<file path="src/rtl/cdap_pkg.sv">
package cdap_pkg;
   // -----------------------------------------------------------------
   // Timing of one pin write cycle on the device's register port
   // -----------------------------------------------------------------
   localparam int CLK_NS    = 40;
   localparam int SETUP_NS  = 40;
   localparam int STROBE_NS = 80;
   localparam int HOLD_NS   = 40;
   // Least times: round up, never below one cycle
   localparam int SETUP_CYC  = (SETUP_NS + CLK_NS - 1) / CLK_NS;
   localparam int STROBE_CYC = (STROBE_NS + CLK_NS - 1) / CLK_NS;
   localparam int HOLD_CYC   = (HOLD_NS + CLK_NS - 1) / CLK_NS;
   localparam logic [2:0] SETUP_LOAD  = 3'(SETUP_CYC - 1);
   localparam logic [2:0] STROBE_LOAD = 3'(STROBE_CYC - 1);
   localparam logic [2:0] HOLD_LOAD   = 3'(HOLD_CYC - 1);
   // -----------------------------------------------------------------
   // Device system registers and cycle-control patterns
   // -----------------------------------------------------------------
   localparam logic [7:0]  DEV_DATA_WORD_ADDR = 8'h05;
   localparam logic [7:0]  DEV_CYCLE_CTL_ADDR = 8'h12;
   localparam logic [15:0] CTL_CMD_WRITE      = 16'h0019;
   localparam logic [15:0] CTL_CMD_STROBE     = 16'h0011;
   localparam logic [15:0] CTL_DATA_WRITE     = 16'h001b;
   localparam logic [15:0] CTL_DATA_STROBE    = 16'h0013;
   localparam logic [15:0] CTL_INACTIVE       = 16'h001f;
   localparam logic [15:0] CTL_NORMAL         = 16'h000f;
   // -----------------------------------------------------------------
   // CAM opcodes and configuration words
   // -----------------------------------------------------------------
   localparam logic [15:0] OPC_CONTROL_TARGET = 16'h0200;
   localparam logic [15:0] OPC_PAGE_TARGET    = 16'h0208;
   localparam logic [15:0] OPC_SEGMENT_TARGET = 16'h0210;
   localparam logic [15:0] OPC_SET_FULL_FLAG  = 16'h0700;
   localparam logic [15:0] OPC_SEL_BACKGROUND = 16'h0619;
   localparam logic [15:0] OPC_SEL_FOREGROUND = 16'h0618;
   localparam logic [15:0] OPC_DEST_MASK_ONE  = 16'h0108;
   localparam logic [15:0] OPC_DEST_COMPARAND = 16'h0100;
   localparam logic [15:0] OPC_SRC_MEM_AT_ADDR = 16'h0004;
   localparam logic [15:0] OPC_SRC_HIGH_MATCH = 16'h0005;
   localparam logic [15:0] VAL_RESET_ALL      = 16'h0000;
   localparam logic [15:0] VAL_BG_CONTROL     = 16'h8011;
   localparam logic [15:0] VAL_FG_CONTROL     = 16'h8041;
   localparam logic [15:0] VAL_BG_SEGMENTS    = 16'h00c0;
   localparam logic [15:0] VAL_FG_SEGMENTS    = 16'h1800;
   localparam logic [15:0] VAL_BG_MASK_FIRST  = 16'h7f00;
   localparam logic [15:0] VAL_BG_MASK_REST   = 16'hffff;
   localparam logic [15:0] VAL_FG_MASK_FIRST  = 16'h8000;
   localparam logic [15:0] VAL_FG_MASK_REST   = 16'h0000;
   localparam int          NUM_STEPS          = 45;
   // -----------------------------------------------------------------
   // Software register map (AXI4-Lite byte offsets)
   // -----------------------------------------------------------------
   localparam logic [3:0] REG_CONTROL  = 4'h0;
   localparam logic [3:0] REG_STATUS   = 4'h4;
   localparam logic [3:0] REG_MANUAL   = 4'h8;
   localparam int         CTL_START_BIT  = 0;
   localparam int         CTL_COUNT_LSB  = 1;
   localparam int         MAN_PORT_BIT   = 24;
   localparam logic [1:0] RESP_OKAY    = 2'h0;
   localparam logic [1:0] RESP_SLVERR  = 2'h2;
   // -----------------------------------------------------------------
   // Types
   // -----------------------------------------------------------------
   typedef enum logic [1:0] {OP_CMD, OP_DATA, OP_CTL} cdap_op_t;
   typedef enum logic [1:0] {PH_IDLE, PH_SETUP, PH_STROBE, PH_HOLD} cdap_phase_t;
   typedef struct packed {
      cdap_op_t    op;
      logic [2:0]  minCams;
      logic [15:0] val;
   } cdap_step_t;
   typedef struct packed {
      logic        sysSelN;
      logic        portSelN;
      logic        wrN;
      logic [7:0]  addr;
      logic [15:0] data;
   } cdap_pins_t;
   localparam cdap_pins_t PINS_IDLE = '{sysSelN: 1'b1, portSelN: 1'b1, wrN: 1'b1, addr: 8'h00, data: 16'h0000};
   typedef struct packed {
      cdap_phase_t phase;
      logic [2:0]  cnt;
      logic [1:0]  sub;
      logic [5:0]  step;
      logic        busy;
      logic        manual;
      logic        done;
      logic [1:0]  camCntM1;
      logic        manPort;
      logic [7:0]  manAddr;
      logic [15:0] manData;
      cdap_pins_t  pins;
      logic        awready;
      logic        wready;
      logic        bvalid;
      logic [1:0]  bresp;
      logic        arready;
      logic        rvalid;
      logic [1:0]  rresp;
      logic [31:0] rdata;
   } cdap_state_t;
endpackage : cdap_pkg

</file>
<file path="src/rtl/cdap_init_ctrl.sv">
// Implementation choice: the AXI4-Lite slave port.
`timescale 1ns/1ps
module cdap_init_ctrl #(
   parameter int AXI_ADDR_W = 4
) (
   input  wire logic                  ref_clk,
   input  wire logic                  rstn,
   input  wire logic [AXI_ADDR_W-1:0] s_axi_awaddr,
   input  wire logic                  s_axi_awvalid,
   output logic                       s_axi_awready,
   input  wire logic [31:0]           s_axi_wdata,
   input  wire logic [3:0]            s_axi_wstrb,
   input  wire logic                  s_axi_wvalid,
   output logic                       s_axi_wready,
   output logic [1:0]                 s_axi_bresp,
   output logic                       s_axi_bvalid,
   input  wire logic                  s_axi_bready,
   input  wire logic [AXI_ADDR_W-1:0] s_axi_araddr,
   input  wire logic                  s_axi_arvalid,
   output logic                       s_axi_arready,
   output logic [31:0]                s_axi_rdata,
   output logic [1:0]                 s_axi_rresp,
   output logic                       s_axi_rvalid,
   input  wire logic                  s_axi_rready,
   output cdap_pkg::cdap_pins_t       camPort
);
   // -----------------------------------------------------------------
   // Elaboration checks
   // -----------------------------------------------------------------
   if (AXI_ADDR_W < 4) begin : gBadAddr
      $error("AXI_ADDR_W must be at least 4");
   end
   if (cdap_pkg::NUM_STEPS > 64) begin : gBadSteps
      $error("step index too narrow");
   end

   // -----------------------------------------------------------------
   // Initialization program
   // -----------------------------------------------------------------
   // Entries carry the fewest CAMs for which they run, so shorter
   // chains skip the numbering of absent devices.
   function automatic cdap_pkg::cdap_step_t stepRom(input logic [5:0] idx);
      cdap_pkg::cdap_step_t e;
      e = '{op: cdap_pkg::OP_CTL, minCams: 3'd1, val: cdap_pkg::CTL_NORMAL};
      unique case (idx)
         6'd0, 6'd1:   e.val = cdap_pkg::CTL_NORMAL;
         6'd2, 6'd15:  e = '{cdap_pkg::OP_CMD, (idx == 6'd2) ? 3'd1 : 3'd2,
                             cdap_pkg::OPC_CONTROL_TARGET};
         6'd3, 6'd16:  e = '{cdap_pkg::OP_CMD, (idx == 6'd3) ? 3'd1 : 3'd2,
                             cdap_pkg::VAL_RESET_ALL};
         6'd4:         e = '{cdap_pkg::OP_CMD, 3'd1, cdap_pkg::OPC_PAGE_TARGET};
         6'd5:         e = '{cdap_pkg::OP_CMD, 3'd1, 16'h0000};
         6'd6:         e = '{cdap_pkg::OP_CMD, 3'd2, cdap_pkg::OPC_SET_FULL_FLAG};
         6'd7:         e = '{cdap_pkg::OP_CMD, 3'd2, cdap_pkg::OPC_PAGE_TARGET};
         6'd8:         e = '{cdap_pkg::OP_CMD, 3'd2, 16'h0001};
         6'd9:         e = '{cdap_pkg::OP_CMD, 3'd3, cdap_pkg::OPC_SET_FULL_FLAG};
         6'd10:        e = '{cdap_pkg::OP_CMD, 3'd3, cdap_pkg::OPC_PAGE_TARGET};
         6'd11:        e = '{cdap_pkg::OP_CMD, 3'd3, 16'h0002};
         6'd12:        e = '{cdap_pkg::OP_CMD, 3'd4, cdap_pkg::OPC_SET_FULL_FLAG};
         6'd13:        e = '{cdap_pkg::OP_CMD, 3'd4, cdap_pkg::OPC_PAGE_TARGET};
         6'd14:        e = '{cdap_pkg::OP_CMD, 3'd4, 16'h0003};
         6'd17:        e = '{cdap_pkg::OP_CMD, 3'd1, cdap_pkg::OPC_SEL_BACKGROUND};
         6'd18, 6'd30: e = '{cdap_pkg::OP_CMD, 3'd1, cdap_pkg::OPC_CONTROL_TARGET};
         6'd19:        e = '{cdap_pkg::OP_CMD, 3'd1, cdap_pkg::VAL_BG_CONTROL};
         6'd20, 6'd34: e = '{cdap_pkg::OP_CMD, 3'd1, cdap_pkg::OPC_DEST_MASK_ONE};
         6'd21:        e = '{cdap_pkg::OP_DATA, 3'd1, cdap_pkg::VAL_BG_MASK_FIRST};
         6'd22, 6'd23, 6'd24:
                       e = '{cdap_pkg::OP_DATA, 3'd1, cdap_pkg::VAL_BG_MASK_REST};
         6'd25, 6'd32: e = '{cdap_pkg::OP_CMD, 3'd1, cdap_pkg::OPC_SEGMENT_TARGET};
         6'd26:        e = '{cdap_pkg::OP_CMD, 3'd1, cdap_pkg::VAL_BG_SEGMENTS};
         6'd27, 6'd39: e = '{cdap_pkg::OP_CMD, 3'd1, cdap_pkg::OPC_DEST_COMPARAND};
         6'd28:        e = '{cdap_pkg::OP_CMD, 3'd1, cdap_pkg::OPC_SRC_MEM_AT_ADDR};
         6'd29:        e = '{cdap_pkg::OP_CMD, 3'd1, cdap_pkg::OPC_SEL_FOREGROUND};
         6'd31:        e = '{cdap_pkg::OP_CMD, 3'd1, cdap_pkg::VAL_FG_CONTROL};
         6'd33:        e = '{cdap_pkg::OP_CMD, 3'd1, cdap_pkg::VAL_FG_SEGMENTS};
         6'd35:        e = '{cdap_pkg::OP_DATA, 3'd1, cdap_pkg::VAL_FG_MASK_FIRST};
         6'd36, 6'd37, 6'd38:
                       e = '{cdap_pkg::OP_DATA, 3'd1, cdap_pkg::VAL_FG_MASK_REST};
         6'd40:        e = '{cdap_pkg::OP_CMD, 3'd1, cdap_pkg::OPC_SRC_HIGH_MATCH};
         6'd41, 6'd42: e.val = cdap_pkg::CTL_INACTIVE;
         6'd43, 6'd44: e.val = cdap_pkg::CTL_NORMAL;
         default:      e.val = cdap_pkg::CTL_NORMAL;
      endcase
      return e;
   endfunction : stepRom

   // -----------------------------------------------------------------
   // State
   // -----------------------------------------------------------------
   cdap_pkg::cdap_state_t s_reg;
   cdap_pkg::cdap_state_t s_next;

   // Next-state logic: bus slave, sequencer and pin cycle
   always_comb begin
      cdap_pkg::cdap_step_t cur;
      logic                 skip;
      logic                 lastSub;
      logic [7:0]           wAddr;
      logic [15:0]          wData;
      logic [15:0]          base;
      logic [15:0]          strobe;
      logic                 wrAll;
      s_next  = s_reg;
      cur     = stepRom(s_reg.step);
      skip    = ({1'b0, s_reg.camCntM1} + 3'd1) < cur.minCams;
      lastSub = (cur.op == cdap_pkg::OP_CTL) || (s_reg.sub == 2'd3);
      wrAll   = &s_axi_wstrb;
      base    = (cur.op == cdap_pkg::OP_DATA) ? cdap_pkg::CTL_DATA_WRITE : cdap_pkg::CTL_CMD_WRITE;
      strobe  = (cur.op == cdap_pkg::OP_DATA) ? cdap_pkg::CTL_DATA_STROBE : cdap_pkg::CTL_CMD_STROBE;

      // Which register write this sub-step makes
      wAddr = cdap_pkg::DEV_CYCLE_CTL_ADDR;
      wData = cur.val;
      if (cur.op != cdap_pkg::OP_CTL) begin
         unique case (s_reg.sub)
            2'd0: begin
               wAddr = cdap_pkg::DEV_DATA_WORD_ADDR;
               wData = cur.val;
            end
            2'd1:    wData = base;
            2'd2:    wData = strobe;
            2'd3:    wData = base;
         endcase
      end

      // AXI write channel: both beats taken together, one at a time
      s_next.awready = 1'b0;
      s_next.wready  = 1'b0;
      if (s_reg.bvalid && s_axi_bready) begin
         s_next.bvalid = 1'b0;
      end
      if (!s_reg.awready && !s_reg.bvalid && s_axi_awvalid && s_axi_wvalid) begin
         s_next.awready = 1'b1;
         s_next.wready  = 1'b1;
      end
      if (s_reg.awready) begin
         s_next.bvalid = 1'b1;
         s_next.bresp  = cdap_pkg::RESP_OKAY;
         unique case (s_axi_awaddr[3:0])
            cdap_pkg::REG_CONTROL: begin
               // Start ignored while a run or manual write is active
               if (wrAll && !s_reg.busy && s_axi_wdata[cdap_pkg::CTL_START_BIT]) begin
                  s_next.busy     = 1'b1;
                  s_next.manual   = 1'b0;
                  s_next.done     = 1'b0;
                  s_next.step     = 6'd0;
                  s_next.sub      = 2'd0;
                  s_next.camCntM1 = s_axi_wdata[cdap_pkg::CTL_COUNT_LSB +: 2];
               end
            end
            cdap_pkg::REG_MANUAL: begin
               if (wrAll && !s_reg.busy) begin
                  s_next.busy    = 1'b1;
                  s_next.manual  = 1'b1;
                  s_next.manPort = s_axi_wdata[cdap_pkg::MAN_PORT_BIT];
                  s_next.manAddr = s_axi_wdata[23:16];
                  s_next.manData = s_axi_wdata[15:0];
               end
            end
            cdap_pkg::REG_STATUS: begin
            end
            default: s_next.bresp = cdap_pkg::RESP_SLVERR;
         endcase
      end

      // AXI read channel
      s_next.arready = 1'b0;
      if (s_reg.rvalid && s_axi_rready) begin
         s_next.rvalid = 1'b0;
      end
      if (!s_reg.arready && !s_reg.rvalid && s_axi_arvalid) begin
         s_next.arready = 1'b1;
      end
      if (s_reg.arready) begin
         s_next.rvalid = 1'b1;
         s_next.rresp  = cdap_pkg::RESP_OKAY;
         s_next.rdata  = 32'h0000_0000;
         unique case (s_axi_araddr[3:0])
            cdap_pkg::REG_CONTROL: s_next.rdata[2:1] = s_reg.camCntM1;
            cdap_pkg::REG_STATUS:  s_next.rdata = {16'h0000, 2'b00, s_reg.step,
                                                   5'h00, s_reg.manual, s_reg.done, s_reg.busy};
            cdap_pkg::REG_MANUAL:  s_next.rdata = {7'h00, s_reg.manPort, s_reg.manAddr, s_reg.manData};
            default:               s_next.rresp = cdap_pkg::RESP_SLVERR;
         endcase
      end

      // Pin write cycle: setup, strobe low, hold, then release
      unique case (s_reg.phase)
         cdap_pkg::PH_IDLE: begin
            s_next.pins = cdap_pkg::PINS_IDLE;
            if (s_reg.busy && s_reg.manual) begin
               s_next.pins.sysSelN  = s_reg.manPort;
               s_next.pins.portSelN = !s_reg.manPort;
               s_next.pins.addr     = s_reg.manAddr;
               s_next.pins.data     = s_reg.manData;
               s_next.phase         = cdap_pkg::PH_SETUP;
               s_next.cnt           = cdap_pkg::SETUP_LOAD;
            end else if (s_reg.busy && skip) begin
               s_next.step = s_reg.step + 6'd1;
            end else if (s_reg.busy) begin
               s_next.pins.sysSelN  = 1'b0;
               s_next.pins.portSelN = 1'b1;
               s_next.pins.addr     = wAddr;
               s_next.pins.data     = wData;
               s_next.phase         = cdap_pkg::PH_SETUP;
               s_next.cnt           = cdap_pkg::SETUP_LOAD;
            end
         end
         cdap_pkg::PH_SETUP: begin
            if (s_reg.cnt == 3'd0) begin
               s_next.pins.wrN = 1'b0;
               s_next.phase    = cdap_pkg::PH_STROBE;
               s_next.cnt      = cdap_pkg::STROBE_LOAD;
            end else begin
               s_next.cnt = s_reg.cnt - 3'd1;
            end
         end
         cdap_pkg::PH_STROBE: begin
            if (s_reg.cnt == 3'd0) begin
               s_next.pins.wrN = 1'b1;                 // Device latches on rising edge
               s_next.phase    = cdap_pkg::PH_HOLD;
               s_next.cnt      = cdap_pkg::HOLD_LOAD;
            end else begin
               s_next.cnt = s_reg.cnt - 3'd1;
            end
         end
         cdap_pkg::PH_HOLD: begin
            if (s_reg.cnt != 3'd0) begin
               s_next.cnt = s_reg.cnt - 3'd1;
            end else begin
               s_next.pins  = cdap_pkg::PINS_IDLE;
               s_next.phase = cdap_pkg::PH_IDLE;
               if (s_reg.manual) begin
                  s_next.busy   = 1'b0;
               end else if (!lastSub) begin
                  s_next.sub = s_reg.sub + 2'd1;
               end else begin
                  s_next.sub  = 2'd0;
                  s_next.step = s_reg.step + 6'd1;
               end
            end
         end
      endcase

      // End of program; reached from the hold of the last entry, as tail entries are never skipped
      if (!s_reg.manual && s_reg.busy && s_reg.phase == cdap_pkg::PH_IDLE
          && s_reg.step == 6'(cdap_pkg::NUM_STEPS)) begin
         s_next.busy = 1'b0;
         s_next.done = 1'b1;
         s_next.step = 6'd0;
         // The idle branch above has already armed a cycle for the
         // out-of-range entry; cancel it, or an extra CTL_NORMAL write to the cycle-control register follows
         s_next.phase = cdap_pkg::PH_IDLE;
         s_next.pins = cdap_pkg::PINS_IDLE;
      end
   end

   // Register the whole state; reset gives the idle, released pins
   always_ff @(posedge ref_clk) begin
      if (!rstn) begin
         s_reg      <= '0;
         s_reg.pins <= cdap_pkg::PINS_IDLE;
      end else begin
         s_reg <= s_next;
      end
   end

   // -----------------------------------------------------------------
   // Outputs, all straight from the state register
   // -----------------------------------------------------------------
   assign s_axi_awready = s_reg.awready;
   assign s_axi_wready  = s_reg.wready;
   assign s_axi_bvalid  = s_reg.bvalid;
   assign s_axi_bresp   = s_reg.bresp;
   assign s_axi_arready = s_reg.arready;
   assign s_axi_rvalid  = s_reg.rvalid;
   assign s_axi_rresp   = s_reg.rresp;
   assign s_axi_rdata   = s_reg.rdata;
   assign camPort       = s_reg.pins;

endmodule : cdap_init_ctrl

</file>
<file path="config.mk">
export PLATFORM = sky130hd
export DESIGN_NAME = cdap_init_ctrl
export DESIGN_NICKNAME = d
export VERILOG_FILES = /design/src/rtl/cdap_pkg.sv /design/src/rtl/cdap_init_ctrl.sv
export SDC_FILE = /design/constraint.sdc
export NUM_CORES = 1
export LEC_CHECK = 0
export ABC_AREA = 1
export BUFFER_PORTS_ARGS = -buffer_cell sky130_fd_sc_hd__buf_4
export CAP_MARGIN = 40
export CORE_AREA = 8 8 151 153
export DETAILED_ROUTE_END_ITERATION = 16
export DIE_AREA = 0 0 159 161
export GPL_ROUTABILITY_DRIVEN = 1
export PLACE_DENSITY = 0.61
export SLEW_MARGIN = 25
export SYNTH_ARGS = -nofsm -noshare
export SYNTH_HDL_FRONTEND = slang
export SYNTH_SLANG_ARGS = --single-unit
</file>
<file path="constraint.sdc">
create_clock -name ref_clk -period 2.55 [get_ports ref_clk]
set_input_delay 0.1275 -clock ref_clk [delete_from_list [all_inputs] [get_ports ref_clk]]
set_output_delay 0.1275 -clock ref_clk [all_outputs]
set_load 0.005 [all_outputs]
</file>
==> flow_summary.toml <==
[detailed_routing]
drc_errors = 0
routed-wl-met3_um = 947
vias_per_cell = 4.752
drtIter0Drc = 505
ant_nets = 0
routed.top_layer = "met4"
route.met2.wl_um = 8450
drt-met1-wl_um = 9199
wire_per_inst_um = 15.37
vias = 5797
wl_um = 18750
first_pass_iters = 5

[setup_path]
worst_setup_path_start_kind = "flip-flop"
r2r_cells = 17
path_class = "reg -> reg"
critical_path.endpoint_type = "flip-flop"
arrival_ns = 2.67
required_ns = 2.81
critPathMaxFanout = 7

[layout]
largest_reg_flops = 43
drive_gt1_share_pct = 26.88
final_nets = 1008
area_growth_syn_to_layout_pct = 23.20
final_util_pct = 35.97
antenna_cells = 0

[clocking]
clk_pin_slew_ns = 0.07
htree_levels = 3
cts_buffers = 9
cts_sinks = 101
clockRootBuffer = "clkbuf_16"
cts_tree = "done"
clk_latency_ns = 0.36
cts.path.max_buffers = 2

[logic_synthesis]
synthArstFlopShare_pct = 0
ys_types = 45
synth_compound_area_share_pct = 18.57
synthMuxAreaShare_pct = 0
synthFlopType = "dfxtp_1"
yosysWarnings = 0
synth_edf_count = 0
ys_seq_elements = 101
avgSynthCellArea_um2 = 6.947
ys_seq_area_share_pct = 33.69
synth_xor_area_share_pct = 0.5837
syn_area_um2 = 6002
yosys.area_share.simple_pct = 25.87
synth-adder-area-share_pct = 3.544
syn_inst = 864
synth_top_family_by_area = "simple AND/OR/NAND/NOR gates"

[grt]
grt_util_all_layers_pct = 14.22
antenna_found_initial = 0
grt_overflow = 0
grt_pass1_vias = 5580
grt_max_degree = 52
grt_pass1_wl_um = 30110

[power_and_ir_drop]
power.leakage_nw = 3.226
p_total_mw = 5.608
ir_drop_mv = 0.3948
power_density_nw_per_um2 = 758.4

[sta]
skew_ns = 0.01066
tightest_slew_ns = 0.7594
max_clock_freq_mhz = 415.6
final_max_slew_viol_count = 0
finalSetupTns_ns = 0
setup_viol = 0
hold_violations = 0
fin_crit_sh_pct = 94.36
post-route-min-period_ns = 2.406
max_slew_margin_pct = 49.32

[floorplan]
die_w_um = 159
die-height_um = 161
dieArea_um2 = 25600
num_rows = 53
initial_utilization_pct = 29.20
io_pins = 119
core_area_um2 = 20560

[place]
gp_congestion = 0.8800
io_buffer_count = 102
dpl.hpwl_um = 14640

[flow_run]
drv_cap = 0

[run_status]
status = "complete, no violations"

[worst_hold_path]
min_path_cells = 3
hp-class = "in -> reg"
[synth_stat cells (7+ instances only)]
library cell	instances	area [µm²]
nand2_1	122	457.9
dfxtp_1	101	2022
inv_1	92	345.3
a21oi_1	81	405.4
nand3_1	79	395.4
o21ai_0	74	370.4
nor2_1	69	259.0
buf_4	66	495.5
clkbuf_1	27	101.4
ha_1	17	212.7
nand4_1	13	81.33
nand2_2	11	68.82
nor3_1	11	55.05
nor2_2	10	62.56
o221ai_1	9	78.83
clkinv_1	8	30.03
inv_2	8	30.03
o21ai_1	8	40.04
o211ai_1	7	52.55
[cells by family after synthesis]
family,count (synthesis)
adders and majority gates,17
buffers and inverters,210
DFF,101
xor gates and xnor gates,4
AOI/OAI and AO/OA,199
other,1
and+or+nand+nor,332
[repair_timing]
item                                    4_1_cts  5_1_grt
hold buffers                                  2        0
endpoints found under the hold margin         2        0
pin swaps                                     2        9
gates resized for setup                       6       37
setup buffers                                 0        3
endpoints found under the setup margin       22       32
[layout make-up]
class	count	area, µm²
clock inverter	7	73.82
sequential	101	2032
clock buffer	9	225.2
fill	2256	13160
inverter	108	407.9
timing repair buffer	159	1211
tap	275	344.1
multi-input combinational	561	3100
[where the power goes]
part / total [mW] / switching (mW) / leakage, nW / internal (mW)
clock: 1.38 / 0.687 / 0.148 / 0.697
combinational: 2.47 / 1.55 / 2.26 / 0.919
sequential: 1.76 / 0.0788 / 0.820 / 1.68
[stage by stage]
step / setup WS, ns / instances / hold slack, ns / cell area, µm²
floorplan: 0.002740 / 872 / 0.2303 / 6035
global placement: -0.06802 / 1199 / 0.3251 / 6877
detailed placement: -0.1259 / 1199 / 0.3284 / 6877
CTS: -0.0007168 / 1217 / 0.001803 / 7216
global route: -0.008110 / 1220 / 0.03679 / 7395
finish: 0.1438 / 1220 / 0.007609 / 7395
[routing by layer]
layer / track usage (%) / up-vias
li1: - / 2936
met1: 19.51 / 2699
met2: 22.55 / 152
met3: 3.105 / 10
met4: 2.830 / 0
met5: 0 / -
[cell usage in the layout (no fill, tap or decap), drive strengths merged, types with 3 or more instances in the layout]
cell and n:
buf 157, inv 105, o2111ai 3, conb 9, xor2 4, o21ai 85, a21oi 83, a211oi 3
o31ai 4, nand3 80, dfxtp 101, nand4 14, clkinv 10, o211ai 7, ha 17, clkbuf 9
nor3 11, o221ai 9, nand2 138, nor2 83
[critical path, stage by stage, from the launching register on]
cell and delay, ns:
dfxtp_4 0.37, inv_2 0.09, ha_2 0.20, inv_2 0.05, nor2_2 0.11, nand2_1 0.10, nand3_2 0.11, inv_1 0.05
ha_1 0.30, a21oi_2 0.16, inv_1 0.08, a21oi_4 0.16, buf_12 0.14, nand4_4 0.13, nand3_2 0.12, nand2_1 0.07
clkinv_1 0.04, nor2_1 0.03
[final timing paths]
path                                          startpoint                       end  slack, ns
worst max-delay path                s_reg[99]$_SDFF_PP0_   s_reg[108]$_SDFFE_PN0P_       0.14
worst min-delay path                      s_axi_wdata[1]    s_reg[93]$_SDFFE_PN0P_      0.008
worst max register to register      s_reg[99]$_SDFF_PP0_   s_reg[108]$_SDFFE_PN0P_       0.14
worst min register to register  camPort[21]$_SDFFE_PP0P_  camPort[21]$_SDFFE_PP0P_       0.47
(Power assumes the default switching activity.)
